## config.mk

```make
export PLATFORM = sky130hd
export DESIGN_NAME = asc_core
export DESIGN_NICKNAME = d
export VERILOG_FILES = /design/src/shared/asc_pkg.sv /design/src/shared/asc_tick_if.sv /design/src/hdl/asc_baud_gen.sv /design/src/hdl/asc_flag.sv /design/src/hdl/asc_core.sv
export SDC_FILE = /design/constraint.sdc
export NUM_CORES = 1
export LEC_CHECK = 0
export ABC_AREA = 1
export ABC_CLOCK_PERIOD_IN_PS = 2700
export BUFFER_PORTS_ARGS = -buffer_cell sky130_fd_sc_hd__buf_4
export CAP_MARGIN = 20
export CORE_AREA = 3 3 125 127
export DETAILED_ROUTE_END_ITERATION = 8
export DIE_AREA = 0 0 128 130
export HOLD_SLACK_MARGIN = 0.06
export MAX_ROUTING_LAYER = met4
export PLACE_DENSITY_LB_ADDON = 0.15
export SYNTH_ARGS = -nofsm -noshare
export SYNTH_HDL_FRONTEND = slang
export SYNTH_SLANG_ARGS = --single-unit
export TNS_END_PERCENT = 30
```

## constraint.sdc

```tcl
create_clock -name sys_clk -period 2.7 [get_ports sys_clk]
set_clock_uncertainty 0.05 [all_clocks]
set_input_delay 0.27 -clock sys_clk [delete_from_list [all_inputs] [get_ports sys_clk]]
set_output_delay 0.27 -clock sys_clk [all_outputs]
set_load 0.005 [all_outputs]
```

## src/shared/asc_pkg.sv

```systemverilog
/*
  Constants for the serial status, data-buffer and baud block.
  Assumes a 32-bit APB bus with each register on one aligned word.
*/
`default_nettype none
package asc_pkg;
  localparam logic [7:0] OFF_DATA   = 8'h18;
  localparam logic [7:0] OFF_CTRL1  = 8'h00;
  localparam logic [7:0] OFF_CTRL2  = 8'h04;
  localparam logic [7:0] OFF_CTRL3  = 8'h08;
  localparam logic [7:0] OFF_STAT1  = 8'h0c;
  localparam logic [7:0] OFF_STAT2  = 8'h10;
  localparam logic [7:0] OFF_RATE   = 8'h14;
  localparam int         ST1_TE     = 7;
  localparam int         ST1_TC     = 6;
  localparam int         ST1_RF     = 5;
  localparam int         ST1_IDLE   = 4;
  localparam int         ST1_OR     = 3;
  localparam int         ST1_NF     = 2;
  localparam int         ST1_FE     = 1;
  localparam int         ST1_PE     = 0;
  localparam int         ST2_BK     = 1;
  localparam int         ST2_RP     = 0;
  localparam int         C1_M       = 4;
  localparam int         C1_PEN     = 1;
  localparam int         C1_PTY     = 0;
  localparam int         C2_TX_COMPLETE_IRQ_EN    = 6;
  localparam int         C2_RIE     = 5;
  localparam int         C2_IDLE_LINE_IRQ_EN    = 4;
  localparam int         C2_TE      = 3;
  localparam int         C2_RE      = 2;
  localparam int         C2_SBK     = 0;
  localparam int         C3_R8      = 7;
  localparam int         C3_T8      = 6;
  localparam int         C3_RX_OVERRUN_IRQ_EN    = 3;
  localparam int         C3_RX_NOISE_IRQ_EN    = 2;
  localparam int         C3_RX_FRAMING_IRQ_EN    = 1;
  localparam int         C3_RX_PARITY_IRQ_EN    = 0;
  localparam logic [7:0] CTRL_RST   = 8'h00;
  localparam logic [7:0] RATE_RST   = 8'h00;
  localparam int         OVERSAMPLE = 16;
  localparam int         BASE_DIV   = 4;
endpackage
`default_nettype wire

```

## src/shared/asc_tick_if.sv

```systemverilog
/*
  Carries the baud sample tick and rate fields between the main block and
  the divider.  Assumes one clock domain.
*/
`timescale 1ns/10ps
`default_nettype none
interface asc_tick_if;
  logic [1:0] rate_prescale_field;
  logic [2:0] rate_divide_field;
  logic       sample_tick;
  modport ctl (output rate_prescale_field, output rate_divide_field,
               input sample_tick);
  modport gen (input rate_prescale_field, input rate_divide_field,
               output sample_tick);
endinterface
`default_nettype wire

```

## src/hdl/asc_baud_gen.sv

```systemverilog
/*
  Baud divider: makes a one-cycle pulse at sixteen times the bit rate, except at prescale code 2'b11, where it makes none.
  Assumes the sys_clk stands in for the crystal and runs continuously.
*/
`timescale 1ns/10ps
`default_nettype none
module asc_baud_gen (
  input  wire logic    sys_clk,
  input  wire logic    rst_b,
  asc_tick_if.gen      tk
);
  function automatic logic [3:0] prescale(input logic [1:0] code);
    case (code)
      2'b00:   prescale = 4'd1;
      2'b01:   prescale = 4'd3;
      2'b10:   prescale = 4'd4;
      default: prescale = 4'd13;
    endcase
  endfunction

  logic [2:0]  base_q;
  logic [3:0]  pre_q;
  logic [7:0]  div_q;
  logic [7:0]  div_top;
  logic        base_tick;
  logic        pre_tick;

  // The 64 split as four base cycles times sixteen samples per bit.
  assign base_tick = (base_q == 3'(asc_pkg::BASE_DIV - 1));
  assign pre_tick  = base_tick && (pre_q == prescale(tk.rate_prescale_field) - 4'd1);
  assign div_top   = 8'((9'd1 << tk.rate_divide_field) - 9'd1);
  assign tk.sample_tick = pre_tick && (div_q >= div_top);

  always_ff @(posedge sys_clk) begin
    if (!rst_b) begin
      base_q <= 3'h0;
    end else if (base_tick) begin
      base_q <= 3'h0;
    end else begin
      base_q <= base_q + 3'h1;
    end
  end

  always_ff @(posedge sys_clk) begin
    if (!rst_b) begin
      pre_q <= 4'h0;
    end else if (pre_tick || pre_q >= 4'd12) begin
      pre_q <= 4'h0;
    end else if (base_tick) begin
      pre_q <= pre_q + 4'h1;
    end
  end

  always_ff @(posedge sys_clk) begin
    if (!rst_b) begin
      div_q <= 8'h00;
    end else if (tk.sample_tick) begin
      div_q <= 8'h00;
    end else if (pre_tick) begin
      div_q <= div_q + 8'h01;
    end
  end
endmodule
`default_nettype wire

```

## src/hdl/asc_flag.sv

```systemverilog
/*
  One sticky receive flag with the read-status-then-read-data clear.
  Assumes the arm is a status read seen while the flag is already set.
*/
`timescale 1ns/10ps
`default_nettype none
module asc_flag (
  input  wire logic sys_clk,
  input  wire logic rst_b,
  input  wire logic set_evt,
  input  wire logic stat_rd,
  input  wire logic data_rd,
  output logic      flag_q
);
  logic armed_q;

  always_ff @(posedge sys_clk) begin
    if (!rst_b) begin
      armed_q <= 1'b0;
    end else if (stat_rd) begin
      armed_q <= flag_q;
    end else if (data_rd) begin
      armed_q <= 1'b0;
    end
  end

  // A set in the clearing cycle wins over the clear.
  always_ff @(posedge sys_clk) begin
    if (!rst_b) begin
      flag_q <= 1'b0;
    end else if (set_evt) begin
      flag_q <= 1'b1;
    end else if (data_rd && armed_q) begin
      flag_q <= 1'b0;
    end
  end
endmodule
`default_nettype wire

```

## src/hdl/asc_core.sv

```systemverilog
/*
  Serial status, data buffer and baud block with an APB slave, a simple
  transmitter and a sixteen-times oversampling receiver.
  Assumes one clock, a synchronous rxd input and a single APB master.
*/
// The implementer's own choice: the APB interface to the registers.
`timescale 1ns/10ps
`default_nettype none
module asc_core (
  input  wire logic        sys_clk,
  input  wire logic        rst_b,
  input  wire logic        psel,
  input  wire logic        penable,
  input  wire logic        pwrite,
  input  wire logic [7:0]  paddr,
  input  wire logic [31:0] pwdata,
  output logic [31:0]      prdata,
  output logic             pready,
  output logic             pslverr,
  input  wire logic        rxd,
  output logic             txd,
  output logic             tx_irq,
  output logic             rx_irq,
  output logic             err_irq
);
  typedef enum logic [1:0] {
    ASC_TX_IDLE  = 2'b00,
    ASC_TX_START = 2'b01,
    ASC_TX_SHIFT = 2'b11
  } asc_tx_e;

  asc_tick_if tk ();

  logic [7:0] ctrl1_q, ctrl2_q, ctrl3_q, rate_q;
  logic [7:0] rx_data_q, tx_data_q;
  logic       tx_empty_flag_q, tx_complete_flag_q, tx_pend_q;
  logic       wr, rd, hit_data, hit_st1, hit_st2, data_rd, data_wr;
  logic       st1_rd, st2_rd;
  logic [7:0] stat1, stat2;

  assign wr      = psel && penable && pwrite;
  assign rd      = psel && penable && !pwrite;
  assign pready  = 1'b1;
  assign hit_data = (paddr == asc_pkg::OFF_DATA);
  assign hit_st1  = (paddr == asc_pkg::OFF_STAT1);
  assign hit_st2  = (paddr == asc_pkg::OFF_STAT2);
  assign data_rd = rd && hit_data;
  assign data_wr = wr && hit_data;
  assign st1_rd  = rd && hit_st1;
  assign st2_rd  = rd && hit_st2;

  always_comb begin
    pslverr = 1'b0;
    if (!(psel && penable)) begin
      pslverr = 1'b0;
    end else if (hit_data || paddr == asc_pkg::OFF_CTRL1
                 || paddr == asc_pkg::OFF_CTRL2
                 || paddr == asc_pkg::OFF_CTRL3
                 || paddr == asc_pkg::OFF_RATE) begin
      pslverr = 1'b0;
    end else if (hit_st1 || hit_st2) begin
      pslverr = pwrite;
    end else begin
      pslverr = 1'b1;
    end
  end

  // Control register writes.
  always_ff @(posedge sys_clk) begin
    if (!rst_b) begin
      ctrl1_q <= asc_pkg::CTRL_RST;
      ctrl2_q <= asc_pkg::CTRL_RST;
      ctrl3_q <= asc_pkg::CTRL_RST;
      rate_q  <= asc_pkg::RATE_RST;
    end else if (wr && paddr == asc_pkg::OFF_CTRL1) begin
      ctrl1_q <= pwdata[7:0];
    end else if (wr && paddr == asc_pkg::OFF_CTRL2) begin
      ctrl2_q <= pwdata[7:0];
    end else if (wr && paddr == asc_pkg::OFF_CTRL3) begin
      ctrl3_q <= {ctrl3_q[7], pwdata[6:0]};
    end else if (wr && paddr == asc_pkg::OFF_RATE) begin
      rate_q  <= {2'b00, pwdata[5:4], 1'b0, pwdata[2:0]};
    end
  end

  assign tk.rate_prescale_field = rate_q[5:4];
  assign tk.rate_divide_field   = rate_q[2:0];

  asc_baud_gen u_baud (
    .sys_clk (sys_clk),
    .rst_b   (rst_b),
    .tk      (tk.gen)
  );

  // Transmitter: bit clock is every sixteenth sample tick.
  asc_tx_e    tx_st_q;
  logic [3:0] tx_sub_q;
  logic [3:0] tx_bit_q;
  logic [10:0] tx_sh_q;
  logic       tx_bit_end, tx_par, tx_nine;
  assign tx_bit_end = tk.sample_tick && (tx_sub_q == 4'hf);
  assign tx_nine = ctrl1_q[asc_pkg::C1_M];
  assign tx_par  = ^tx_data_q ^ (tx_nine & ctrl3_q[asc_pkg::C3_T8])
                   ^ ctrl1_q[asc_pkg::C1_PTY];

  always_ff @(posedge sys_clk) begin
    if (!rst_b) begin
      tx_sub_q <= 4'h0;
    end else if (tk.sample_tick) begin
      tx_sub_q <= tx_sub_q + 4'h1;
    end
  end

  always_ff @(posedge sys_clk) begin
    if (data_wr) begin
      tx_data_q <= pwdata[7:0];
    end
  end

  always_ff @(posedge sys_clk) begin
    if (!rst_b) begin
      tx_empty_flag_q <= 1'b1;
      tx_pend_q       <= 1'b0;
    end else if (tx_st_q == ASC_TX_START && tx_bit_end && tx_pend_q) begin
      tx_empty_flag_q <= 1'b1;
      tx_pend_q       <= 1'b0;
    end else if (data_wr) begin
      tx_empty_flag_q <= 1'b0;
      tx_pend_q       <= 1'b1;
    end
  end

  // Work queued waits for the next bit boundary, within 1.5 bit clocks.
  always_ff @(posedge sys_clk) begin
    if (!rst_b) begin
      tx_st_q  <= ASC_TX_IDLE;
      tx_bit_q <= 4'h0;
      tx_sh_q  <= 11'h7ff;
    end else begin
      case (tx_st_q)
        ASC_TX_IDLE: begin
          if (ctrl2_q[asc_pkg::C2_TE] && (tx_pend_q
              || ctrl2_q[asc_pkg::C2_SBK])) begin
            tx_st_q <= ASC_TX_START;
          end
        end
        ASC_TX_START: begin
          if (tx_bit_end) begin
            tx_st_q  <= ASC_TX_SHIFT;
            tx_bit_q <= tx_nine ? 4'd10 : 4'd9;
            if (ctrl2_q[asc_pkg::C2_SBK]) begin
              tx_sh_q <= 11'h000;
            end else if (ctrl1_q[asc_pkg::C1_PEN]) begin
              tx_sh_q <= tx_nine ? {1'b1, tx_par, tx_data_q, 1'b0}
                                 : {2'b11, tx_par, tx_data_q[6:0], 1'b0};
            end else begin
              tx_sh_q <= {1'b1, tx_nine ? ctrl3_q[asc_pkg::C3_T8] : 1'b1,
                          tx_data_q, 1'b0};
            end
          end
        end
        ASC_TX_SHIFT: begin
          if (tx_bit_end) begin
            tx_sh_q  <= {1'b1, tx_sh_q[10:1]};
            tx_bit_q <= tx_bit_q - 4'h1;
            if (tx_bit_q == 4'h0) begin
              tx_st_q <= ASC_TX_IDLE;
            end
          end
        end
        default: tx_st_q <= ASC_TX_IDLE;
      endcase
    end
  end

  always_ff @(posedge sys_clk) begin
    if (!rst_b) begin
      txd <= 1'b1;
    end else begin
      txd <= (tx_st_q == ASC_TX_SHIFT) ? tx_sh_q[0] : 1'b1;
    end
  end

  always_ff @(posedge sys_clk) begin
    if (!rst_b) begin
      tx_complete_flag_q <= 1'b1;
    end else begin
      tx_complete_flag_q <= tx_empty_flag_q && !tx_pend_q
                            && tx_st_q == ASC_TX_IDLE
                            && !(ctrl2_q[asc_pkg::C2_TE]
                                 && ctrl2_q[asc_pkg::C2_SBK]);
    end
  end

  // Receiver: sixteen samples per bit, majority of samples 7, 8, 9.
  logic [3:0] rx_sub_q;
  logic [3:0] rx_bit_q;
  logic [9:0] rx_sh_q;
  logic [2:0] rx_smp_q;
  logic       rx_act_q, rx_in_progress_flag_q, rx_noise_q, rx_seen_q;
  logic [3:0] idle_cnt_q;
  logic       idle_arm_q, brk_ok_q;
  logic       rx_done, rx_maj, rx_mid, rx_nbits_last;
  logic [9:0] rx_word;
  logic       rx_brk, rx_par_bad, rx_stop_bad;
  logic       rx_full_flag, idle_flag, or_flag, nf_flag, fe_flag, pe_flag;
  logic       brk_flag, rx_ena, rx_ninth_bit_q;
  logic       set_full, set_or, set_idle, idle_clr;

  assign rx_ena  = ctrl2_q[asc_pkg::C2_RE];
  assign rx_maj  = (rx_smp_q[0] & rx_smp_q[1]) | (rx_smp_q[0] & rx_smp_q[2])
                   | (rx_smp_q[1] & rx_smp_q[2]);
  assign rx_mid  = tk.sample_tick && rx_act_q && rx_sub_q == 4'd10;
  assign rx_nbits_last = rx_bit_q == (tx_nine ? 4'd10 : 4'd9);
  assign rx_done = rx_mid && rx_nbits_last;
  assign rx_word = {rx_maj, rx_sh_q[9:1]};
  assign rx_brk  = rx_done && rx_word == 10'h000 && !rx_maj;
  assign rx_stop_bad = rx_done && !rx_maj;
  assign rx_par_bad  = rx_done && ctrl1_q[asc_pkg::C1_PEN]
    && ((tx_nine ? ^rx_sh_q[9:1] : ^rx_sh_q[9:2])
        != ctrl1_q[asc_pkg::C1_PTY]);
  assign set_full = rx_done && !rx_full_flag;
  assign set_or   = rx_done && rx_full_flag;

  always_ff @(posedge sys_clk) begin
    if (!rst_b) begin
      rx_act_q <= 1'b0;
      rx_in_progress_flag_q <= 1'b0;
      rx_sub_q <= 4'h0;
      rx_bit_q <= 4'h0;
      rx_smp_q <= 3'h7;
      rx_noise_q <= 1'b0;
    end else if (!rx_ena) begin
      rx_act_q <= 1'b0;
      rx_in_progress_flag_q <= 1'b0;
    end else if (tk.sample_tick) begin
      if (!rx_act_q) begin
        if (!rxd) begin
          rx_act_q <= 1'b1;
          rx_in_progress_flag_q <= 1'b1;
          rx_sub_q <= 4'h2;
          rx_bit_q <= 4'h0;
          rx_noise_q <= 1'b0;
        end
      end else begin
        rx_sub_q <= rx_sub_q + 4'h1;
        if (rx_sub_q >= 4'd7 && rx_sub_q <= 4'd9) begin
          rx_smp_q <= {rx_smp_q[1:0], rxd};
        end
        if (rx_mid) begin
          if (rx_smp_q != 3'h0 && rx_smp_q != 3'h7) begin
            rx_noise_q <= 1'b1;
          end
          rx_bit_q <= rx_bit_q + 4'h1;
          if (rx_bit_q == 4'h0 && rx_maj) begin
            rx_act_q <= 1'b0;
            rx_in_progress_flag_q <= 1'b0;
          end else if (rx_nbits_last) begin
            rx_act_q <= 1'b0;
          end
        end
      end
    end
    if (rst_b && set_idle) begin
      rx_in_progress_flag_q <= 1'b0;
    end
  end

  always_ff @(posedge sys_clk) begin
    if (rx_mid) begin
      rx_sh_q <= {rx_maj, rx_sh_q[9:1]};
    end
  end

  // Old data stays when the new character overruns.
  always_ff @(posedge sys_clk) begin
    if (set_full) begin
      rx_data_q <= tx_nine ? rx_word[7:0] : rx_word[8:1];
      rx_ninth_bit_q <= tx_nine ? (rx_brk ? 1'b0 : rx_word[8])
                                : rx_word[8];
    end
  end

  always_ff @(posedge sys_clk) begin
    if (!rst_b) begin
      idle_cnt_q <= 4'h0;
    end else if (!rx_ena || rx_act_q || !rxd) begin
      idle_cnt_q <= 4'h0;
    end else if (tk.sample_tick && tx_sub_q == 4'hf
                 && idle_cnt_q != 4'hf) begin
      idle_cnt_q <= idle_cnt_q + 4'h1;
    end
  end

  assign set_idle = idle_arm_q && idle_cnt_q == 4'd10
                    && tk.sample_tick && tx_sub_q == 4'hf;
  assign idle_clr = idle_flag && !set_idle && data_rd;

  always_ff @(posedge sys_clk) begin
    if (!rst_b) begin
      idle_arm_q <= 1'b0;
    end else if (!rx_ena || set_idle || idle_clr) begin
      idle_arm_q <= 1'b0;
    end else if (set_full) begin
      idle_arm_q <= 1'b1;
    end
  end

  always_ff @(posedge sys_clk) begin
    if (!rst_b) begin
      brk_ok_q <= 1'b1;
    end else if (rx_brk) begin
      brk_ok_q <= 1'b0;
    end else if (rx_ena && rxd && !rx_act_q) begin
      brk_ok_q <= 1'b1;
    end
  end

  asc_flag u_full (.sys_clk(sys_clk), .rst_b(rst_b), .set_evt(set_full),
                   .stat_rd(st1_rd), .data_rd(data_rd),
                   .flag_q(rx_full_flag));
  asc_flag u_idle (.sys_clk(sys_clk), .rst_b(rst_b), .set_evt(set_idle),
                   .stat_rd(st1_rd), .data_rd(data_rd),
                   .flag_q(idle_flag));
  asc_flag u_or (.sys_clk(sys_clk), .rst_b(rst_b), .set_evt(set_or),
                 .stat_rd(st1_rd), .data_rd(data_rd),
                 .flag_q(or_flag));
  asc_flag u_nf (.sys_clk(sys_clk), .rst_b(rst_b),
                 .set_evt(rx_done && (rx_noise_q || rx_mid_noise(rx_smp_q))),
                 .stat_rd(st1_rd), .data_rd(data_rd),
                 .flag_q(nf_flag));
  asc_flag u_fe (.sys_clk(sys_clk), .rst_b(rst_b), .set_evt(rx_stop_bad),
                 .stat_rd(st1_rd), .data_rd(data_rd),
                 .flag_q(fe_flag));
  asc_flag u_pe (.sys_clk(sys_clk), .rst_b(rst_b), .set_evt(rx_par_bad),
                 .stat_rd(st1_rd), .data_rd(data_rd),
                 .flag_q(pe_flag));
  asc_flag u_bk (.sys_clk(sys_clk), .rst_b(rst_b),
                 .set_evt(rx_brk && brk_ok_q),
                 .stat_rd(st2_rd), .data_rd(data_rd),
                 .flag_q(brk_flag));

  function automatic logic rx_mid_noise(input logic [2:0] s);
    rx_mid_noise = (s != 3'h0) && (s != 3'h7);
  endfunction

  assign stat1 = {tx_empty_flag_q, tx_complete_flag_q, rx_full_flag,
                  idle_flag, or_flag, nf_flag, fe_flag, pe_flag};
  assign stat2 = {6'h00, brk_flag, rx_in_progress_flag_q};

  always_ff @(posedge sys_clk) begin
    if (!rst_b) begin
      prdata <= 32'h0000_0000;
    end else if (psel && !penable && !pwrite) begin
      if (paddr == asc_pkg::OFF_DATA) begin
        prdata <= {24'h000000, rx_data_q};
      end else if (paddr == asc_pkg::OFF_STAT1) begin
        prdata <= {24'h000000, stat1};
      end else if (paddr == asc_pkg::OFF_STAT2) begin
        prdata <= {24'h000000, stat2};
      end else if (paddr == asc_pkg::OFF_CTRL1) begin
        prdata <= {24'h000000, ctrl1_q};
      end else if (paddr == asc_pkg::OFF_CTRL2) begin
        prdata <= {24'h000000, ctrl2_q};
      end else if (paddr == asc_pkg::OFF_CTRL3) begin
        prdata <= {24'h000000, rx_ninth_bit_q, ctrl3_q[6:0]};
      end else if (paddr == asc_pkg::OFF_RATE) begin
        prdata <= {24'h000000, rate_q};
      end else begin
        prdata <= 32'h0000_0000;
      end
    end
  end

  assign tx_irq  = tx_complete_flag_q && ctrl2_q[asc_pkg::C2_TX_COMPLETE_IRQ_EN];
  assign rx_irq  = (rx_full_flag && ctrl2_q[asc_pkg::C2_RIE])
                   || (idle_flag && ctrl2_q[asc_pkg::C2_IDLE_LINE_IRQ_EN]);
  assign err_irq = (or_flag && ctrl3_q[asc_pkg::C3_RX_OVERRUN_IRQ_EN])
                   || (nf_flag && ctrl3_q[asc_pkg::C3_RX_NOISE_IRQ_EN])
                   || (fe_flag && ctrl3_q[asc_pkg::C3_RX_FRAMING_IRQ_EN])
                   || (pe_flag && ctrl3_q[asc_pkg::C3_RX_PARITY_IRQ_EN]);
endmodule
`default_nettype wire

```

==> impl_metrics.toml <==
[run_status]
outcome = "finished clean"

[placed_design]
gp_congestion = 0.895
io_buffers = 34
hpwl_um = 12000
dp.cells = 1166

[global_routing]
grt_pass1_vias = 5514
antenna_found_initial = 0
grt_max_degree = 50
grt_use_total_pct = 21.0
grt_pass1_wl_um = 27000
globalRoute.totalOverflow = 0

[logic_synthesis]
yosysSeqAreaShare_pct = 41.3
synth_cell_types = 50
netlist_area_sq_mm = 0.00722
synthAdderAreaFrac_pct = 5.03
synth_top_family_by_area = "simple AND/OR/NAND/NOR gates"
yosys_warnings = 0
synthMuxAreaShare_pct = 0
synthCells = 966
syn_avg_cell_area_sq_um = 7.47
synthFlopType = "dfxtp_1"
ys_ff_latch = 136
yosys.area_share.simple_pct = 25.1
synth_xor_area_share_pct = 2.06
async_flop_share_pct = 0
synth_edf_count = 26
synth_compound_area_share_pct = 15.2

[power]
p_sw_share_pct = 22.9
p_per_area_mw_per_mm2 = 585
ir_worst_vdd_mv = 0.432
p_switching_w = 0.00111
seq_power_share_pct = 43.9
comb_power_share_pct = 6.3
intPower_w = 0.00372
leakage_nw = 3.60
clkPwrFrac_pct = 49.8

[worst_hold_path]
hold_end = "rx_in_progress_flag_q$_SDFFE_PP0P_"
min_path_cells = 4
min_from = "rxd"
hold_path.class = "in -> reg"

[run]
drv_cap = 0

[die]
ioPinCount = 84
row_count = 44
fp.dieH_um = 130
start_util_pct = 49.7
die_w_um = 128
dieArea_sq_mm = 0.0166
core_area_sq_mm = 0.0145

[setup_path]
cp_cell_sequence = "o21ai_0 > ha_1 > nand2_1 > nor2_1 > nand4_1 > nand3_1 > nand2_2 > inv_2 > nand3_1 > nor3_2 > nand2_1 > nand2_1"
cp-start-kind = "register"
worstPathMaxFanout = 8
critPathKind = "reg -> reg"
required_ns = 3.01
rr_worst_depth = 12
path_common_cell = "nand2_1"
crit_family = "simple AND/OR/NAND/NOR gates"
crit_buf_inv = 1
worstPathArrival_ns = 2.68
r2r-start = "rate_q[2]$_SDFFE_PN0P_"
timing.rr.end = "tx_sh_q[8]$_SDFFE_PN1P_"
cp-end-kind = "register"
slowest_stage = "dfxtp_1"
ff2ff_setup_slack_ns = 0.34
slowest_delay_ns = 0.44

[clocking]
cts.path.max_buffers = 2
cts_sinks = 136
cts_resized = 0
cts_setup_buffers = 0
numCtsBuffers = 17
h-tree-depth = 4
clock-root-buffer = "clkbuf_16"
path_clk_slew_ns = 0.06
tritoncts = "yes"
insertion_delay_ns = 0.42

[routing]
route.detailed.drc = 0
wl_per_cell_um = 13.7
dr.pass1.iters = 5
routed_via_density = 4.97
ant_nets = 0
finalWirelength_um = 16500
drtIter0Drc = 369
vias = 5995

[timing]
timing.fmax_mhz = 423
layout_min_cycle_time_ns = 2.36
rsz0062_at_grt = "no"
maxSlewViolCount = 0
hold_violations = 0
tns_ns = 0
setup_violations = 0
period_share_pct = 87.5
slew_headroom_pct = 53.2
worst_pin_slew_ns = 0.701

[cells_and_area]
num_antenna_cells = 0
layout-drive-gt1-share_pct = 11.2
fin_cells = 1206
area_delta_synth_final_pct = 14.4
finalNetCount = 1084
-- sequential cells by signal, summed over array words and instances, names as in the netlist, 5 cells and up --
signal	count
ctrl1_q	8
ctrl2_q	8
ctrl3_q	7
prdata	8
rate_q	5
rx_data_q	8
rx_sh_q	9
tx_data_q	8
tx_sh_q	11
u_baud.div_q	8
-- area by class of cell --
cell class,instances,area (sq um)
clock buffers,22,507
clock inverters,10,111
fillers,1391,6280
inverters,133,499
multi-input cells,669,3510
flip-flops and latches,136,2980
well taps,184,230
repair buffers,52,410
-- kinds of logic (layout without fill, tap and decap cells) --
group	count (synthesis)	after routing
buffers and inverters	185	217
adder cells (fa/ha/maj)	29	29
AND/OR/NAND/NOR	417	417
flip-flops	136	136
AO/OA/AOI/OAI	180	180
other	2	26
XOR/XNOR	17	17
-- cells in the mapped netlist, types with 6 or more instances --
cell type	count	area share (%)
a21oi_1	70	4.9
ha_1	29	5.0
o21ai_0	47	3.3
clkbuf_1	19	0.99
o211ai_1	6	0.62
nand4_1	10	0.87
inv_2	7	0.36
xor2_1	9	1.1
nand2_1	242	13
inv_1	123	6.4
buf_4	26	2.7
nor2_2	6	0.52
nor2_1	80	4.2
edfxtp_1	26	11
a211oi_1	16	1.7
xnor2_1	8	0.97
o211ai_2	7	1.2
a22oi_1	9	0.94
dfxtp_1	110	31
nand3_1	49	3.4
nor3_1	6	0.42
-- worst register-to-register path, delay by kind of cell, from the launching register on --
family                     cells  cell delay, ns
AOI/OAI and AO/OA              1            0.15
adders and majority gates      1            0.29
buffers and inverters          1            0.17
DFF                            1            0.44
and+or+nand+nor                9            1.21
-- per-stage QoR --
| stage | hold slack (ns) | setup WS (ns) | util (%) | instance area (sq um) | total power (W) |
|---|---|---|---|---|---|
| after CTS | 0.113 | 0.308 | 56.8 | 8260 | 0.00487 |
| after detailed placement | 0.368 | 0.319 | 52.0 | 7560 | 0.00245 |
| final | 0.130 | 0.337 | 56.8 | 8260 | 0.00483 |
| after global placement | 0.367 | 0.335 | 52.0 | 7560 | 0.00245 |
| after floorplan | 0.319 | 0.631 | - | 7310 | 0.00238 |
| after global routing | 0.157 | 0.0472 | 56.8 | 8260 | 0.00500 |
-- power by group through the flow --
stage | registers [W] | clock network [W] | logic (W)
global route | 0.00212 | 0.00253 | 0.000349
global placement | 0.00216 | 0 | 0.000291
detailed placement | 0.00216 | 0 | 0.000291
CTS | 0.00212 | 0.00245 | 0.000304
finish | 0.00212 | 0.00241 | 0.000303
floorplan | 0.00216 | 0 | 0.000229
-- metal layers --
metal	routed length (um)	global-route usage (%)
met1	8000	27.3
met4	257	6.37
met3	643	4.18
met5	0	-
met2	7620	33.4
-- cells in the final DEF (no fill, tap or decap), types with 3 or more instances in the layout --
cell and instances:
o21ai_1 3, o21a_1 5, nand2_1 242, nor2_2 6, nor2_4 3, o211ai_1 6, nor3_1 6, nand3b_1 4
xor2_1 9, ha_1 29, nand3_1 49, nor2_1 80, edfxtp_1 26, inv_1 123, clkinv_2 3, a22oi_1 9
clkbuf_16 19, o21bai_1 3, a211oi_1 16, buf_4 44, dfxtp_1 110, nor3b_1 3, o211ai_2 7, or2_2 3
nand4_1 10, o21ai_0 47, clkinv_1 3, o22ai_1 4, inv_2 7, conb_1 26, xnor2_1 8, a21oi_1 70
dlygate4sd3_1 8
-- worst max path at each step --
stage / to / startpoint / cells after the start / slack, ns
floorplan: rx_data_q[0]$_DFFE_PP_ / rate_q[2]$_SDFFE_PN0P_ / 10 / 0.63
global placement: idle_arm_q$_SDFFE_PP0P_ / rate_q[2]$_SDFFE_PN0P_ / 14 / 0.34
detailed placement: rx_data_q[2]$_DFFE_PP_ / rate_q[2]$_SDFFE_PN0P_ / 10 / 0.32
CTS: rx_data_q[6]$_DFFE_PP_ / rate_q[2]$_SDFFE_PN0P_ / 10 / 0.31
global route: idle_arm_q$_SDFFE_PP0P_ / rate_q[2]$_SDFFE_PN0P_ / 12 / 0.05
finish: tx_sh_q[8]$_SDFFE_PN1P_ / rate_q[2]$_SDFFE_PN0P_ / 12 / 0.34
-- timing repair --
| item | in CTS | in global routing |
|---|---|---|
| endpoints found under the hold margin | 8 | 0 |
| hold buffers | 8 | 0 |
| setup endpoints to repair | 0 | 0 |
Power figures use the tool's default switching activity.
